## src/verilog/utxam_map.svh

```systemverilog
// Register offsets, field positions and reset values for the serial tx/baud/address-match block
`ifndef UTXAM_MAP_SVH
`define UTXAM_MAP_SVH
`define UTXAM_OFS_TXCHAR   32'h0000_0000
`define UTXAM_OFS_BAUD     32'h0000_0004
`define UTXAM_OFS_ADMATCH  32'h0000_0008
`define UTXAM_OFS_STATUS   32'h0000_000C
`define UTXAM_BAUD_RST     16'h0000
`define UTXAM_ADM_RST      16'h0000
`define UTXAM_MASK_MSB     15
`define UTXAM_MASK_LSB     8
`define UTXAM_VAL_MSB      7
`define UTXAM_VAL_LSB      0
`define UTXAM_CHAR_MSB     8
`define UTXAM_ADDR_FLAG    8
`define UTXAM_STOP_BITS    4'h1
`endif

```

## src/verilog/utxam_pkg.sv

```systemverilog
// Types shared by the serial tx/baud/address-match block
package utxam_pkg;
  typedef logic [8:0]  utxam_char_t;
  typedef logic [15:0] utxam_word_t;
  typedef enum logic [1:0] {UTXAM_IDLE, UTXAM_START, UTXAM_DATA, UTXAM_STOP} utxam_tx_e;
endpackage : utxam_pkg

```

## src/verilog/utxam_addr_match.sv

```systemverilog
// Address-character recogniser for 9-bit address-detect mode
`timescale 1ns/1ps
`default_nettype none
`include "utxam_map.svh"
module utxam_addr_match
  import utxam_pkg::*;
(
  input  wire logic        clk,          // System clock
  input  wire logic        rst,          // Sync reset, active high
  input  wire utxam_char_t rx_char,      // Received 9-bit character
  input  wire logic        rx_valid,     // Character strobe
  input  wire logic        nine_bit,     // 9-bit mode selected
  input  wire logic        detect_en,    // Address-detect enable
  input  wire utxam_word_t match_word,   // Mask and expected address
  output logic             hit_pulse,    // One-cycle match pulse
  output logic             hit_r         // Last address character matched
);
  // ==========================================================
  // Compare logic
  wire logic [7:0] mask_w  = match_word[`UTXAM_MASK_MSB:`UTXAM_MASK_LSB];
  wire logic [7:0] value_w = match_word[`UTXAM_VAL_MSB:`UTXAM_VAL_LSB];
  wire logic       active_w = detect_en & nine_bit;
  wire logic       is_addr_w = rx_char[`UTXAM_ADDR_FLAG];
  wire logic       eq_w = (((rx_char[7:0] ^ value_w) & mask_w) == 8'h00);
  wire logic       hit_w = rx_valid & active_w & is_addr_w & eq_w;

  // Registered result; a non-matching address character clears it
  always_ff @(posedge clk) begin
    if (rst) begin
      hit_pulse <= 1'b0;
      hit_r     <= 1'b0;
    end else begin
      hit_pulse <= hit_w;
      if (rx_valid & active_w & is_addr_w) begin
        hit_r <= eq_w;
      end
    end
  end
endmodule : utxam_addr_match
`default_nettype wire

```

## src/verilog/utxam_top.sv

```systemverilog
// Top of the serial tx/baud/address-match block with AHB-Lite register slave
//
// Implementation choices: the AHB-Lite register port and the address map.
`timescale 1ns/1ps
`default_nettype none
`include "utxam_map.svh"
module utxam_top
  import utxam_pkg::*;
(
  input  wire logic        SYS_CLK,     // 40 MHz clock
  input  wire logic        RST,         // Sync reset, active high
  input  wire logic        HSEL,        // Slave select
  input  wire logic [31:0] HADDR,       // Byte address
  input  wire logic [1:0]  HTRANS,      // Transfer type
  input  wire logic        HWRITE,      // Write when high
  input  wire logic [2:0]  HSIZE,       // Transfer size
  input  wire logic        HREADY,      // Bus ready in
  input  wire logic [31:0] HWDATA,      // Write data
  output logic [31:0]      HRDATA,      // Read data
  output logic             HREADYOUT,   // Always ready
  output logic             HRESP,       // Always OKAY
  output logic             TX_OUT,      // Serial line out, idles high
  input  wire utxam_char_t RX_CHAR,     // Received character from receiver
  input  wire logic        RX_VALID,    // Received character strobe
  input  wire logic        NINE_BIT,    // 9-bit character mode
  input  wire logic        ADDR_DETECT_ENABLE, // Address-detect enable
  output logic             ADDR_HIT,    // One-cycle address match pulse
  output logic             TX_BUSY      // Transmitter shifting
);
  // ==========================================================
  // Bus address phase capture
  logic [3:0]  wr_sel_r;
  logic        rd_r;
  logic [31:0] addr_r;
  wire logic   phase_w   = HSEL & HREADY & HTRANS[1];
  wire logic   wr_req_w  = phase_w & HWRITE;
  wire logic   rd_req_w  = phase_w & ~HWRITE;
  wire logic   hit_tx_w  = (HADDR == `UTXAM_OFS_TXCHAR);
  wire logic   hit_bd_w  = (HADDR == `UTXAM_OFS_BAUD);
  wire logic   hit_am_w  = (HADDR == `UTXAM_OFS_ADMATCH);

  // Write intent is held one cycle until data appear
  always_ff @(posedge SYS_CLK) begin
    if (RST) begin
      wr_sel_r <= 4'h0;
      rd_r     <= 1'b0;
      addr_r   <= 32'h0000_0000;
    end else begin
      wr_sel_r <= {1'b0, wr_req_w & hit_am_w, wr_req_w & hit_bd_w, wr_req_w & hit_tx_w};
      rd_r     <= rd_req_w;
      addr_r   <= HADDR;
    end
  end

  // ==========================================================
  // Registers
  utxam_char_t tx_char_holding_r;
  logic        tx_pend_r;
  utxam_word_t baud_divisor_r;
  utxam_word_t addr_match_r;
  logic        tx_take_w;

  // Holding register has no reset: contents after reset are undefined
  always_ff @(posedge SYS_CLK) begin
    if (wr_sel_r[0]) begin
      tx_char_holding_r <= HWDATA[`UTXAM_CHAR_MSB:0];
    end
  end

  // Divisor, match register and pending flag
  always_ff @(posedge SYS_CLK) begin
    if (RST) begin
      baud_divisor_r <= `UTXAM_BAUD_RST;
      addr_match_r   <= `UTXAM_ADM_RST;
      tx_pend_r      <= 1'b0;
    end else begin
      if (wr_sel_r[1]) begin
        baud_divisor_r <= HWDATA[15:0];
      end
      if (wr_sel_r[2]) begin
        addr_match_r <= HWDATA[15:0];
      end
      if (wr_sel_r[0]) begin
        tx_pend_r <= 1'b1; // Newer write wins over take
      end else if (tx_take_w) begin
        tx_pend_r <= 1'b0;
      end
    end
  end

  // ==========================================================
  // Read mux decoded in the address phase; a write in its data phase is
  // forwarded so a read right behind it sees the new value
  logic        hit_seen_r;
  wire logic   match_pulse_w;
  wire logic   match_lvl_w;
  wire logic [15:0] baud_fwd_w = wr_sel_r[1] ? HWDATA[15:0] : baud_divisor_r;
  wire logic [15:0] adm_fwd_w  = wr_sel_r[2] ? HWDATA[15:0] : addr_match_r;
  wire logic [31:0] rd_mux_w =
    hit_bd_w ? {16'h0000, baud_fwd_w} :
    hit_am_w ? {16'h0000, adm_fwd_w}  :
    (HADDR == `UTXAM_OFS_STATUS) ? {28'h0000000, hit_seen_r, match_lvl_w, tx_pend_r, TX_BUSY} :
    32'h0000_0000;

  // Read data registered so it is stable in the data phase
  always_ff @(posedge SYS_CLK) begin
    if (RST) begin
      HRDATA <= 32'h0000_0000;
    end else begin
      HRDATA <= rd_req_w ? rd_mux_w : 32'h0000_0000;
    end
  end

  assign HREADYOUT = 1'b1;
  assign HRESP     = 1'b0;

  // ==========================================================
  // Baud tick: one bit time is divisor+1 clocks, so zero gives fastest rate
  logic [15:0] baud_cnt_r;
  wire logic   baud_tick_w = (baud_cnt_r >= baud_divisor_r);

  always_ff @(posedge SYS_CLK) begin
    if (RST) begin
      baud_cnt_r <= 16'h0000;
    end else begin
      baud_cnt_r <= baud_tick_w ? 16'h0000 : baud_cnt_r + 16'h0001;
    end
  end

  // ==========================================================
  // Transmitter: start, 8 or 9 data bits LSB first, one stop
  utxam_tx_e   st_r;
  utxam_tx_e   st_nxt;
  logic [8:0]  shift_r;
  logic [3:0]  bit_cnt_r;
  wire logic [3:0] last_bit_w = NINE_BIT ? 4'h8 : 4'h7;
  assign tx_take_w = (st_r == UTXAM_IDLE) & tx_pend_r & baud_tick_w;

  // Next-state decision
  always_comb begin
    st_nxt = st_r;
    unique case (st_r)
      UTXAM_IDLE:  if (tx_take_w) st_nxt = UTXAM_START;
      UTXAM_START: if (baud_tick_w) st_nxt = UTXAM_DATA;
      UTXAM_DATA:  if (baud_tick_w && bit_cnt_r == last_bit_w) st_nxt = UTXAM_STOP;
      UTXAM_STOP:  if (baud_tick_w) st_nxt = UTXAM_IDLE;
    endcase
  end

  // Shifter and line driver
  always_ff @(posedge SYS_CLK) begin
    if (RST) begin
      st_r      <= UTXAM_IDLE;
      shift_r   <= 9'h000;
      bit_cnt_r <= 4'h0;
      TX_OUT    <= 1'b1;
    end else begin
      st_r <= st_nxt;
      if (tx_take_w) begin
        shift_r   <= tx_char_holding_r;
        bit_cnt_r <= 4'h0;
        TX_OUT    <= 1'b0;
      end else if (baud_tick_w) begin
        unique case (st_r)
          UTXAM_IDLE:  TX_OUT <= 1'b1;
          UTXAM_START: TX_OUT <= shift_r[0];
          UTXAM_DATA: begin
            if (bit_cnt_r == last_bit_w) begin
              TX_OUT <= 1'b1;
            end else begin
              TX_OUT    <= shift_r[1];
              shift_r   <= {1'b0, shift_r[8:1]};
              bit_cnt_r <= bit_cnt_r + 4'h1;
            end
          end
          UTXAM_STOP:  TX_OUT <= 1'b1;
        endcase
      end
    end
  end

  assign TX_BUSY = (st_r != UTXAM_IDLE);

  // ==========================================================
  // Address match unit and sticky seen flag (cleared by status read, set wins)
  utxam_addr_match u_match (
    .clk        (SYS_CLK),
    .rst        (RST),
    .rx_char    (RX_CHAR),
    .rx_valid   (RX_VALID),
    .nine_bit   (NINE_BIT),
    .detect_en  (ADDR_DETECT_ENABLE),
    .match_word (addr_match_r),
    .hit_pulse  (match_pulse_w),
    .hit_r      (match_lvl_w)
  );

  always_ff @(posedge SYS_CLK) begin
    if (RST) begin
      hit_seen_r <= 1'b0;
    end else if (match_pulse_w) begin
      hit_seen_r <= 1'b1;
    end else if (rd_r && addr_r == `UTXAM_OFS_STATUS) begin
      hit_seen_r <= 1'b0;
    end
  end

  assign ADDR_HIT = match_pulse_w;
endmodule : utxam_top
`default_nettype wire
```

## config.mk

```make
export PLATFORM = sky130hd
export DESIGN_NAME = utxam_top
export DESIGN_NICKNAME = d
export VERILOG_FILES = /design/src/verilog/utxam_pkg.sv /design/src/verilog/utxam_addr_match.sv /design/src/verilog/utxam_top.sv
export VERILOG_INCLUDE_DIRS = /design/src /design/src/verilog
export SDC_FILE = /design/constraint.sdc
export NUM_CORES = 1
export LEC_CHECK = 0
export BUFFER_PORTS_ARGS = -buffer_cell sky130_fd_sc_hd__buf_2
export CORE_AREA = 2 2 121 123
export DETAILED_ROUTE_END_ITERATION = 10
export DIE_AREA = 0 0 123 125
export PLACE_DENSITY = 0.66
export SYNTH_ARGS = -nofsm -noshare
export SYNTH_HDL_FRONTEND = slang
export SYNTH_HIERARCHICAL = 1
export SYNTH_SLANG_ARGS = --single-unit
export TNS_END_PERCENT = 50
```

## constraint.sdc

```tcl
create_clock -name SYS_CLK -period 2.6 [get_ports SYS_CLK]
set_input_delay 0.39 -clock SYS_CLK [delete_from_list [all_inputs] [get_ports SYS_CLK]]
set_output_delay 0.39 -clock SYS_CLK [all_outputs]
set_load 0.005 [all_outputs]
```

==> impl_metrics.json, run 1 <==
{
  "crit_path_max_fanout": 11,
  "postCtsSetupBuffers": 0,
  "outcome": "finished clean",
  "gr-usage-met2": 0.304,
  "antenna_cells": 0,
  "p_int_uw": 3760,
  "port-buffer-count": 84,
  "hold_buffers": 0,
  "post-route-min-period_ns": 2.44,
  "netlist_area_um2": 5670,
  "ys_seq_area_frac": 0.472,
  "dp_hpwl_um": 10300,
  "cp-end-kind": "flop",
  "cts_sinks": 129,
  "grt_overflow": 0,
  "start_util": 0.399,
  "coreArea_um2": 14200,
  "synth-async-reset-ratio": 0,
  "dieArea_um2": 15400,
  "synth_cells": 583,
  "synth_common_cells": "dfxtp_1 (120), nor2_1 (63), nor2b_1 (43)",
  "finalHoldViolations": 0,
  "ys_top_cells_by_area": "dfxtp_1 (42%), mux2i_1 (5.5%), ha_1 (4.9%), edfxtp_1 (4.8%), nor2b_1 (4.7%)",
  "pwr-share-seq": 0.427,
  "cp.arrival_ns": 2.80,
  "slew_violations": 0,
  "path_clk_slew_ns": 0.06,
  "num_rows": 44,
  "total_power_uw": 4810,
  "power_frac_comb": 0.052,
  "hold_start": "HWRITE",
  "synth.largest_area_cell": "dfxtp_1",
  "dr_total_vias": 4567,
  "whs_path_depth": 2,
  "cts.path.max_buffers": 2,
  "period_share": 0.939,
  "wire_per_inst_um": 16.1,
  "cts_buffers": 17,
  "grt_first_pass_wirelength_um": 22700,
  "hold_path.class": "primary input to flop",
  "p_leak_uw": 0.00272,
  "gp_congestion": 0.871,
  "cts-root-buf": "clkbuf_16",
  "io_pins": 123,
  "clkLatencyLatePin_ns": 0.42,
  "gr-usage-met3": 0.0484,
  "path_class": "flop to flop",
  "synth-seq-cells": 129,
  "ys.warnings.count": 6,
  "fmax_mhz": 410,
  "use_met1": 0.251,
  "drv_cap": 0,
  "tightest_slew_ns": 0.717,
  "routed_wl_um": 14100,
  "die_y_um": 125,
  "ir_worst_vdd_mv": 0.358,
  "grt_pass1_vias": 4486,
  "drtPass1Iterations": 5,
  "ant_nets": 0,
  "r2r_end": "bit_cnt_r[1]",
  "initialDrtViolationCount": 247,
  "drive_above_1_share": 0.217,
  "ys_types": 56,
  "fin_skew_ns": 0.00868,
  "grt.busiest_layer": "met2",
  "drc": 0,
  "clkPwrFrac": 0.520,
  "p_switching_uw": 1040,
  "hold_end": "HRDATA[4]",
  "finalNetCount": 786,
  "rsz0062_at_grt": "no",
  "area_delta_synth_final_pct": 22.0,
  "p_per_area_nw_per_um2": 695,
  "synth-edff-count": 9,
  "slew_headroom": 0.521,
  "ff2ff_path_depth": 7,
  "synth.avg_cell_area_um2": 9.72,
  "antenna_found_initial": 0,
  "rr_startpoint": "baud_divisor_r[7]",
  "die_w_um": 123,
  "h-tree-depth": 4,
  "via_per_inst": 5.22,
  "cts_tree": "yes",
  "grt_max_degree": 31,
  "crit_start": "baud_divisor_r[7]",
  "cp-start-kind": "flop",
  "final_core_util": 0.487,
  "finalSetupViolations": 0,
  "r2r_slack_ns": 0.16,
  "swShare": 0.217,
  "synth_flop_cell": "dfxtp_1",
  "cp.required_ns": 2.96,
  "grt_usage": 0.191,
  "synth_most_common_cell": "dfxtp_1",
  "synth_top_area_share": 0.424
}
[area by class of cell]
cell class / count / area, um2
Fill cell: 1318 / 7290
Multi-Input combinational cell: 395 / 2710
Sequential cell: 129 / 2670
Timing Repair Buffer: 101 / 548
Clock buffer: 18 / 439
Tap cell: 184 / 230
Clock inverter: 14 / 188
Inverter: 34 / 128
[cells in the final DEF (no fill, tap or decap), types with 3 or more instances in the layout]
master,n
nor3_1,14
dfxtp_1,120
o22ai_1,7
o21ai_0,15
nor2_1,63
a221oi_1,3
mux2i_1,31
bufinv_16,4
a221oi_2,8
conb_1,18
a22oi_1,3
xnor2_1,6
buf_2,84
inv_1,34
o21a_1,11
nand2_1,31
a21oi_1,11
a211oi_1,4
buf_4,17
clkbuf_16,17
and3_1,8
xor2_1,16
edfxtp_1,9
nor4_1,27
nor2b_1,43
a32o_1,4
nand4_1,12
ha_1,22
clkinv_4,3
nand3_1,4
[cells by family (layout without fill, tap and decap cells)]
group           count (synthesis)  count (layout)  synth area share
mux                            31              31            0.0548
xor+xnor                       22              22            0.0340
compound gates                 87              87             0.126
simple gates                  215             215             0.200
other cells                     2              18           0.00133
flops                         129             129             0.472
buf+inv                        75             167            0.0640
fa+ha+maj                      22              22            0.0486
[power by group through the flow]
stage               clock (uW)  combinational (uW)  sequential [uW]
CTS                       2550                 250             2060
detailed placement           0                 248             2100
global placement             0                 243             2100
finish                    2500                 251             2060
global route              2640                 282             2060
floorplan                    0                 154             2090
[worst max path at each step]
| stage | to | slack, ns | depth (start not counted) |
|---|---|---|---|
| global placement | bit_cnt_r[1] | -0.001 | 7 |
| floorplan | bit_cnt_r[0] | 0.48 | 8 |
| detailed placement | bit_cnt_r[1] | -0.11 | 7 |
| global route | bit_cnt_r[0] | 0.05 | 6 |
| CTS | bit_cnt_r[1] | 0.18 | 7 |
| finish | bit_cnt_r[1] | 0.16 | 7 |
[registers in the layout (all words and copies together) (netlist names)]
name	count
u_match/hit_pulse	1
rd_r	1
hit_seen_r	1
st_r	2
addr_match_r	16
baud_divisor_r	16
HRDATA	16
baud_cnt_r	16
wr_sel_r	3
shift_r	9
tx_char_holding_r	9
tx_pend_r	1
TX_OUT	1
bit_cnt_r	4
u_match/hit_r	1
addr_r	32
[what timing repair did]
action,in CTS,in global routing
endpoints found under the hold margin,0,0
resized for setup,1,0
setup endpoints to repair,11,0
[metrics by stage]
step | instance area, um2 | setup TNS [ns] | worst slack [ns] | hold slack [ns] | instances
global placement | 6280 | -0.00138 | -0.000984 | 0.458 | 843
finish | 6920 | 0 | 0.160 | 0.176 | 875
global route | 6920 | 0 | 0.0549 | 0.178 | 875
floorplan | 5730 | 0 | 0.480 | 0.437 | 599
detailed placement | 6280 | -0.923 | -0.110 | 0.470 | 843
CTS | 6920 | 0 | 0.177 | 0.159 | 875
[layer usage]
| layer | part of all wire | wire (um) |
|---|---|---|
| met3 | 0.059 | 824 |
| met5 | 0 | 0 |
| met2 | 0.48 | 6800 |
| met1 | 0.44 | 6210 |
| met4 | 0.017 | 233 |
[critical path, stage by stage, from the launching register on]
cell and delay [ns]:
dfxtp_1 0.35, inv_1 0.05, ha_1 0.32, a21oi_1 0.14, o21ai_0 0.15, a211o_1 0.42, o32ai_4 0.68, a32o_1 0.27
(Power assumes the default switching activity.)
==> run 2, diff against run 1 <==
- RECOVER_POWER: default -> 100
- REMOVE_ABC_BUFFERS: default -> 1
==> run 2 against run 1 <==
Wire length decreased by 0.97%; highest routed layer unchanged; flip-flop and latch count unchanged; critical path type unchanged; die area unchanged; worst hold slack got worse by 0.021 ns; combinational power decreased by 4%; clock skew increased by 0.014 ns; clock power decreased by 6%; non-clock buffer count decreased by 3.
==> impl_metrics.json, run 2 (synthesized netlist as in run 1, its figures left out) <==
{
  "clkLatencyLatePin_ns": 0.43,
  "h-tree-depth": 4,
  "port-buffer-count": 84,
  "p_leak_uw": 0.00260,
  "grt_first_pass_wirelength_um": 22600,
  "cts.path.max_buffers": 2,
  "gr-usage-met3": 0.0511,
  "coreArea_um2": 14200,
  "tightest_slew_ns": 1.01,
  "mostFrequentLayoutCell": "dfxtp_1",
  "hold_start": "HWRITE",
  "finalNetCount": 783,
  "ant_nets": 0,
  "regMostFlops": "addr_r",
  "use_met1": 0.243,
  "cp.arrival_ns": 2.71,
  "dp_hpwl_um": 10300,
  "crit_family": "compound AO/OA/AOI/OAI gates",
  "largest_reg_flops": 32,
  "fin_skew_ns": 0.0227,
  "cpMaxStageDelayCell": "or3_4",
  "cpPeakStageDelay_ns": 0.45,
  "total_power_uw": 4650,
  "via_per_inst": 5.16,
  "cts_tree": "yes",
  "final_cell_mix": "dfxtp_1 (120), nor2_1 (63), buf_2 (62)",
  "postCtsSetupBuffers": 0,
  "path_clk_slew_ns": 0.06,
  "fin_area_um2": 6740,
  "grt_max_degree": 33,
  "hold_path.class": "primary input to flop",
  "finalSetupViolations": 0,
  "slew_headroom": 0.325,
  "antenna_found_initial": 0,
  "dr_total_vias": 4500,
  "gr-usage-met2": 0.301,
  "slew_violations": 0,
  "outcome": "finished clean",
  "grt_pass1_vias": 4542,
  "die_w_um": 123,
  "start_util": 0.399,
  "crit_path_max_fanout": 11,
  "rr_startpoint": "baud_divisor_r[15]",
  "dpl_cell_area_um2": 6250,
  "io_pins": 123,
  "cp.required_ns": 2.90,
  "drive_above_1_share": 0.163,
  "path_class": "flop to flop",
  "grt_overflow": 0,
  "die_y_um": 125,
  "drtPass1Iterations": 4,
  "num_rows": 44,
  "cp-start-kind": "flop",
  "cts_sinks": 129,
  "rsz0062_at_grt": "no",
  "drc": 0,
  "worst-path-buf-inv": 1,
  "grt_usage": 0.191,
  "post-route-min-period_ns": 2.40,
  "crit_start": "baud_divisor_r[15]",
  "wire_per_inst_um": 16.0,
  "p_per_area_nw_per_um2": 690,
  "gp_congestion": 0.787,
  "grt.busiest_layer": "met2",
  "ir_worst_vdd_mv": 0.370,
  "fmax_mhz": 416,
  "initialDrtViolationCount": 175,
  "routed_wl_um": 13900,
  "fillers": 1361,
  "period_share": 0.924,
  "drv_cap": 0,
  "cts_buffers": 17,
  "cp-end-kind": "flop",
  "dieArea_um2": 15400,
  "hold_slack_ns": 0.156,
  "path_cells": "inv_1 -> ha_1 -> nand4_2 -> or3_4 -> a311oi_4 -> o32ai_4 -> a221oi_1",
  "area_delta_synth_final_pct": 18.9,
  "cts-root-buf": "clkbuf_16",
  "antenna_cells": 0,
  "finalHoldViolations": 0
}
==> run 2: cell type report <==
class	instances	area (um2)	area share
well taps	184	230	0.0342
flip-flops and latches	129	2670	0.397
clock buffers	17	425	0.0632
inverters	34	128	0.0189
repair buffers	98	475	0.0706
multi-input cells	395	2650	0.393
clock inverters	15	158	0.0234
==> run 2: repair_timing <==
item / 4_1_cts / 5_1_grt
setup endpoints to repair: 11 / 0
gates resized for setup: 1 / 0
hold buffers: 0 / 0
==> run 2: path summary, 6_finish.rpt <==
path,to,slack (ns),depth (start not counted)
max reg2reg,shift_r[1],0.20,7
min reg2reg,hit_seen_r,0.45,2
min,HRDATA[4],0.16,2
max,shift_r[1],0.20,7
==> run 2: stage by stage <==
step	cells	util	worst slack (ns)	setup TNS, ns
finish	872	0.474	0.198	0
global route	872	0.474	0.0313	0
CTS	872	0.482	0.177	0
detailed placement	840	0.440	-0.0800	-0.732
global placement	840	0.440	0.00831	0
floorplan	558	-	-0.230	-2.51
==> run 2: per-layer routing <==
layer / up-vias / share of wire
li1: 2211 / -
met1: 2139 / 0.44
met2: 124 / 0.48
met3: 26 / 0.054
met4: 0 / 0.024
met5: - / 0
==> run 2: worst register-to-register path, cell delays in order, from the launching register on <==
cell      delay, ns
dfxtp_1        0.37
inv_1          0.06
ha_1           0.34
nand4_2        0.17
or3_4          0.45
a311oi_4       0.31
o32ai_4        0.21
a221oi_1       0.37
==> run 2: report_power, final <==
part,internal [uW],switching (uW),leakage (uW)
Combinational,95.8,146,0.00125
Sequential,2040,15.2,0.00106
Clock,1420,929,0.000293
Total,3550,1090,0.00260
==> run 3, diff against run 2 <==
- CTS_CLUSTER_DIAMETER: default -> 50
- MAX_ROUTING_LAYER: default -> met4
==> run 3 against run 2 <==
Flip-flop and latch count unchanged; critical path depth stayed put; sequential share of layout area unchanged; global-route usage increased by 0.57 points; utilization unchanged; cell area is the same; die area did not move; wire length up 0.52%; setup slack about the same; register-to-register slack about the same; clock skew down 0.0073 ns; worst hold slack improved by 0.0095 ns; largest power group unchanged; highest routed layer unchanged.
==> impl_metrics.json, run 3 (synthesized netlist as in run 1, its figures left out) <==
{
  "crit_path_max_fanout": 11,
  "slew_violations": 0,
  "grt_pass1_vias": 4548,
  "worst-path-buf-inv": 1,
  "cts-root-buf": "clkbuf_16",
  "final_core_util": 0.474,
  "path_class": "flop to flop",
  "hold_start": "HWRITE",
  "routed_wl_um": 14000,
  "ff2ff_path_depth": 7,
  "fmax_mhz": 416,
  "area_delta_synth_final_pct": 18.9,
  "hold_path.class": "primary input to flop",
  "setup_slack_ns": 0.198,
  "cp.required_ns": 2.90,
  "regMostFlops": "addr_r",
  "wire_per_inst_um": 16.1,
  "cp.arrival_ns": 2.71,
  "ant_nets": 0,
  "grt_overflow": 0,
  "fillers": 1361,
  "grt_max_degree": 33,
  "drtPass1Iterations": 4,
  "drc": 0,
  "via_per_inst": 5.18,
  "io_pins": 123,
  "dr_total_vias": 4518,
  "dieArea_um2": 15400,
  "ir_worst_vdd_mv": 0.367,
  "crit_start": "baud_divisor_r[15]",
  "post-place-ws_ns": -0.0800,
  "num_rows": 44,
  "r2r_slack_ns": 0.20,
  "period_share": 0.924,
  "hold_end": "HRDATA[4]",
  "gp_congestion": 0.798,
  "cp-end-kind": "flop",
  "cpMaxStageDelayCell": "or3_4",
  "total_power_uw": 4650,
  "port-buffer-count": 84,
  "tightest_slew_ns": 1.01,
  "drive_above_1_share": 0.163,
  "tns_ns": 0,
  "r2r_end": "shift_r[3]",
  "cts_tree": "yes",
  "drv_cap": 0,
  "p_leak_uw": 0.00260,
  "finalNetCount": 783,
  "dp_hpwl_um": 10300,
  "antenna_found_initial": 0,
  "whs_path_depth": 2,
  "die_w_um": 123,
  "die_y_um": 125,
  "h-tree-depth": 4,
  "cp-start-kind": "flop",
  "path_cells": "inv_1 -> ha_1 -> nand4_2 -> or3_4 -> a311oi_4 -> o32ai_4 -> a221oi_1",
  "slew_headroom": 0.330,
  "cts_sinks": 129,
  "clkLatencyLatePin_ns": 0.42,
  "largest_reg_flops": 32,
  "initialDrtViolationCount": 182,
  "cts_buffers": 17,
  "antenna_cells": 0,
  "post-route-min-period_ns": 2.40,
  "cpPeakStageDelay_ns": 0.45,
  "mostFrequentLayoutCell": "dfxtp_1",
  "hold_buffers": 0,
  "p_per_area_nw_per_um2": 690,
  "grt_usage": 0.196,
  "cts.path.max_buffers": 2,
  "rr_startpoint": "baud_divisor_r[15]",
  "outcome": "finished clean",
  "coreArea_um2": 14200,
  "finalSetupViolations": 0,
  "grt_first_pass_wirelength_um": 22600,
  "start_util": 0.399,
  "crit_family": "compound AO/OA/AOI/OAI gates",
  "finalHoldViolations": 0,
  "fin_skew_ns": 0.0154,
  "path_clk_slew_ns": 0.06,
  "final_cell_mix": "dfxtp_1 (120), nor2_1 (63), buf_2 (62)",
  "rsz0062_at_grt": "no"
}
==> run 3: routing by layer <==
metal / wire, um / up-vias / GRT usage
met5: 0 / - / -
met4: 332 / 0 / 0.0856
met3: 702 / 24 / 0.0511
met2: 6720 / 125 / 0.300
met1: 6240 / 2157 / 0.243
li1: - / 2212 / -
==> run 3: repair_timing <==
item	in CTS	in global routing
setup endpoints to repair	11	0
gates resized for setup	1	0
setup buffers	0	0
==> run 3: worst max path at each step <==
| stage | to | slack (ns) | depth (start not counted) |
|---|---|---|---|
| after floorplan | bit_cnt_r[0] | -0.23 | 7 |
| after global placement | bit_cnt_r[0] | 0.008 | 7 |
| after detailed placement | shift_r[1] | -0.08 | 7 |
| after CTS | shift_r[8] | 0.18 | 7 |
| after global routing | shift_r[3] | 0.03 | 7 |
| final | shift_r[3] | 0.20 | 7 |
==> run 3: layout make-up <==
cell class | count | area, um2 | share of cell area
Inverter | 34 | 128 | 0.0189
Tap cell | 184 | 230 | 0.0342
Sequential cell | 129 | 2670 | 0.397
Multi-Input combinational cell | 395 | 2650 | 0.393
Clock inverter | 15 | 158 | 0.0234
Clock buffer | 17 | 425 | 0.0632
Timing Repair Buffer | 98 | 475 | 0.0706
==> run 3: power breakdown <==
part / total (uW) / switching [uW] / internal (uW)
combinational: 243 / 147 / 95.7
clock: 2350 / 928 / 1420
sequential: 2050 / 15.2 / 2040
==> run 3: per-stage QoR <==
step / instance area, um2 / std cells / hold slack (ns)
2_1_floorplan: 5490 / 558 / 0.436
3_3_place_gp: 6250 / 840 / 0.428
3_5_place_dp: 6250 / 840 / 0.440
4_1_cts: 6850 / 872 / 0.154
5_1_grt: 6740 / 872 / 0.159
6_report: 6740 / 872 / 0.165
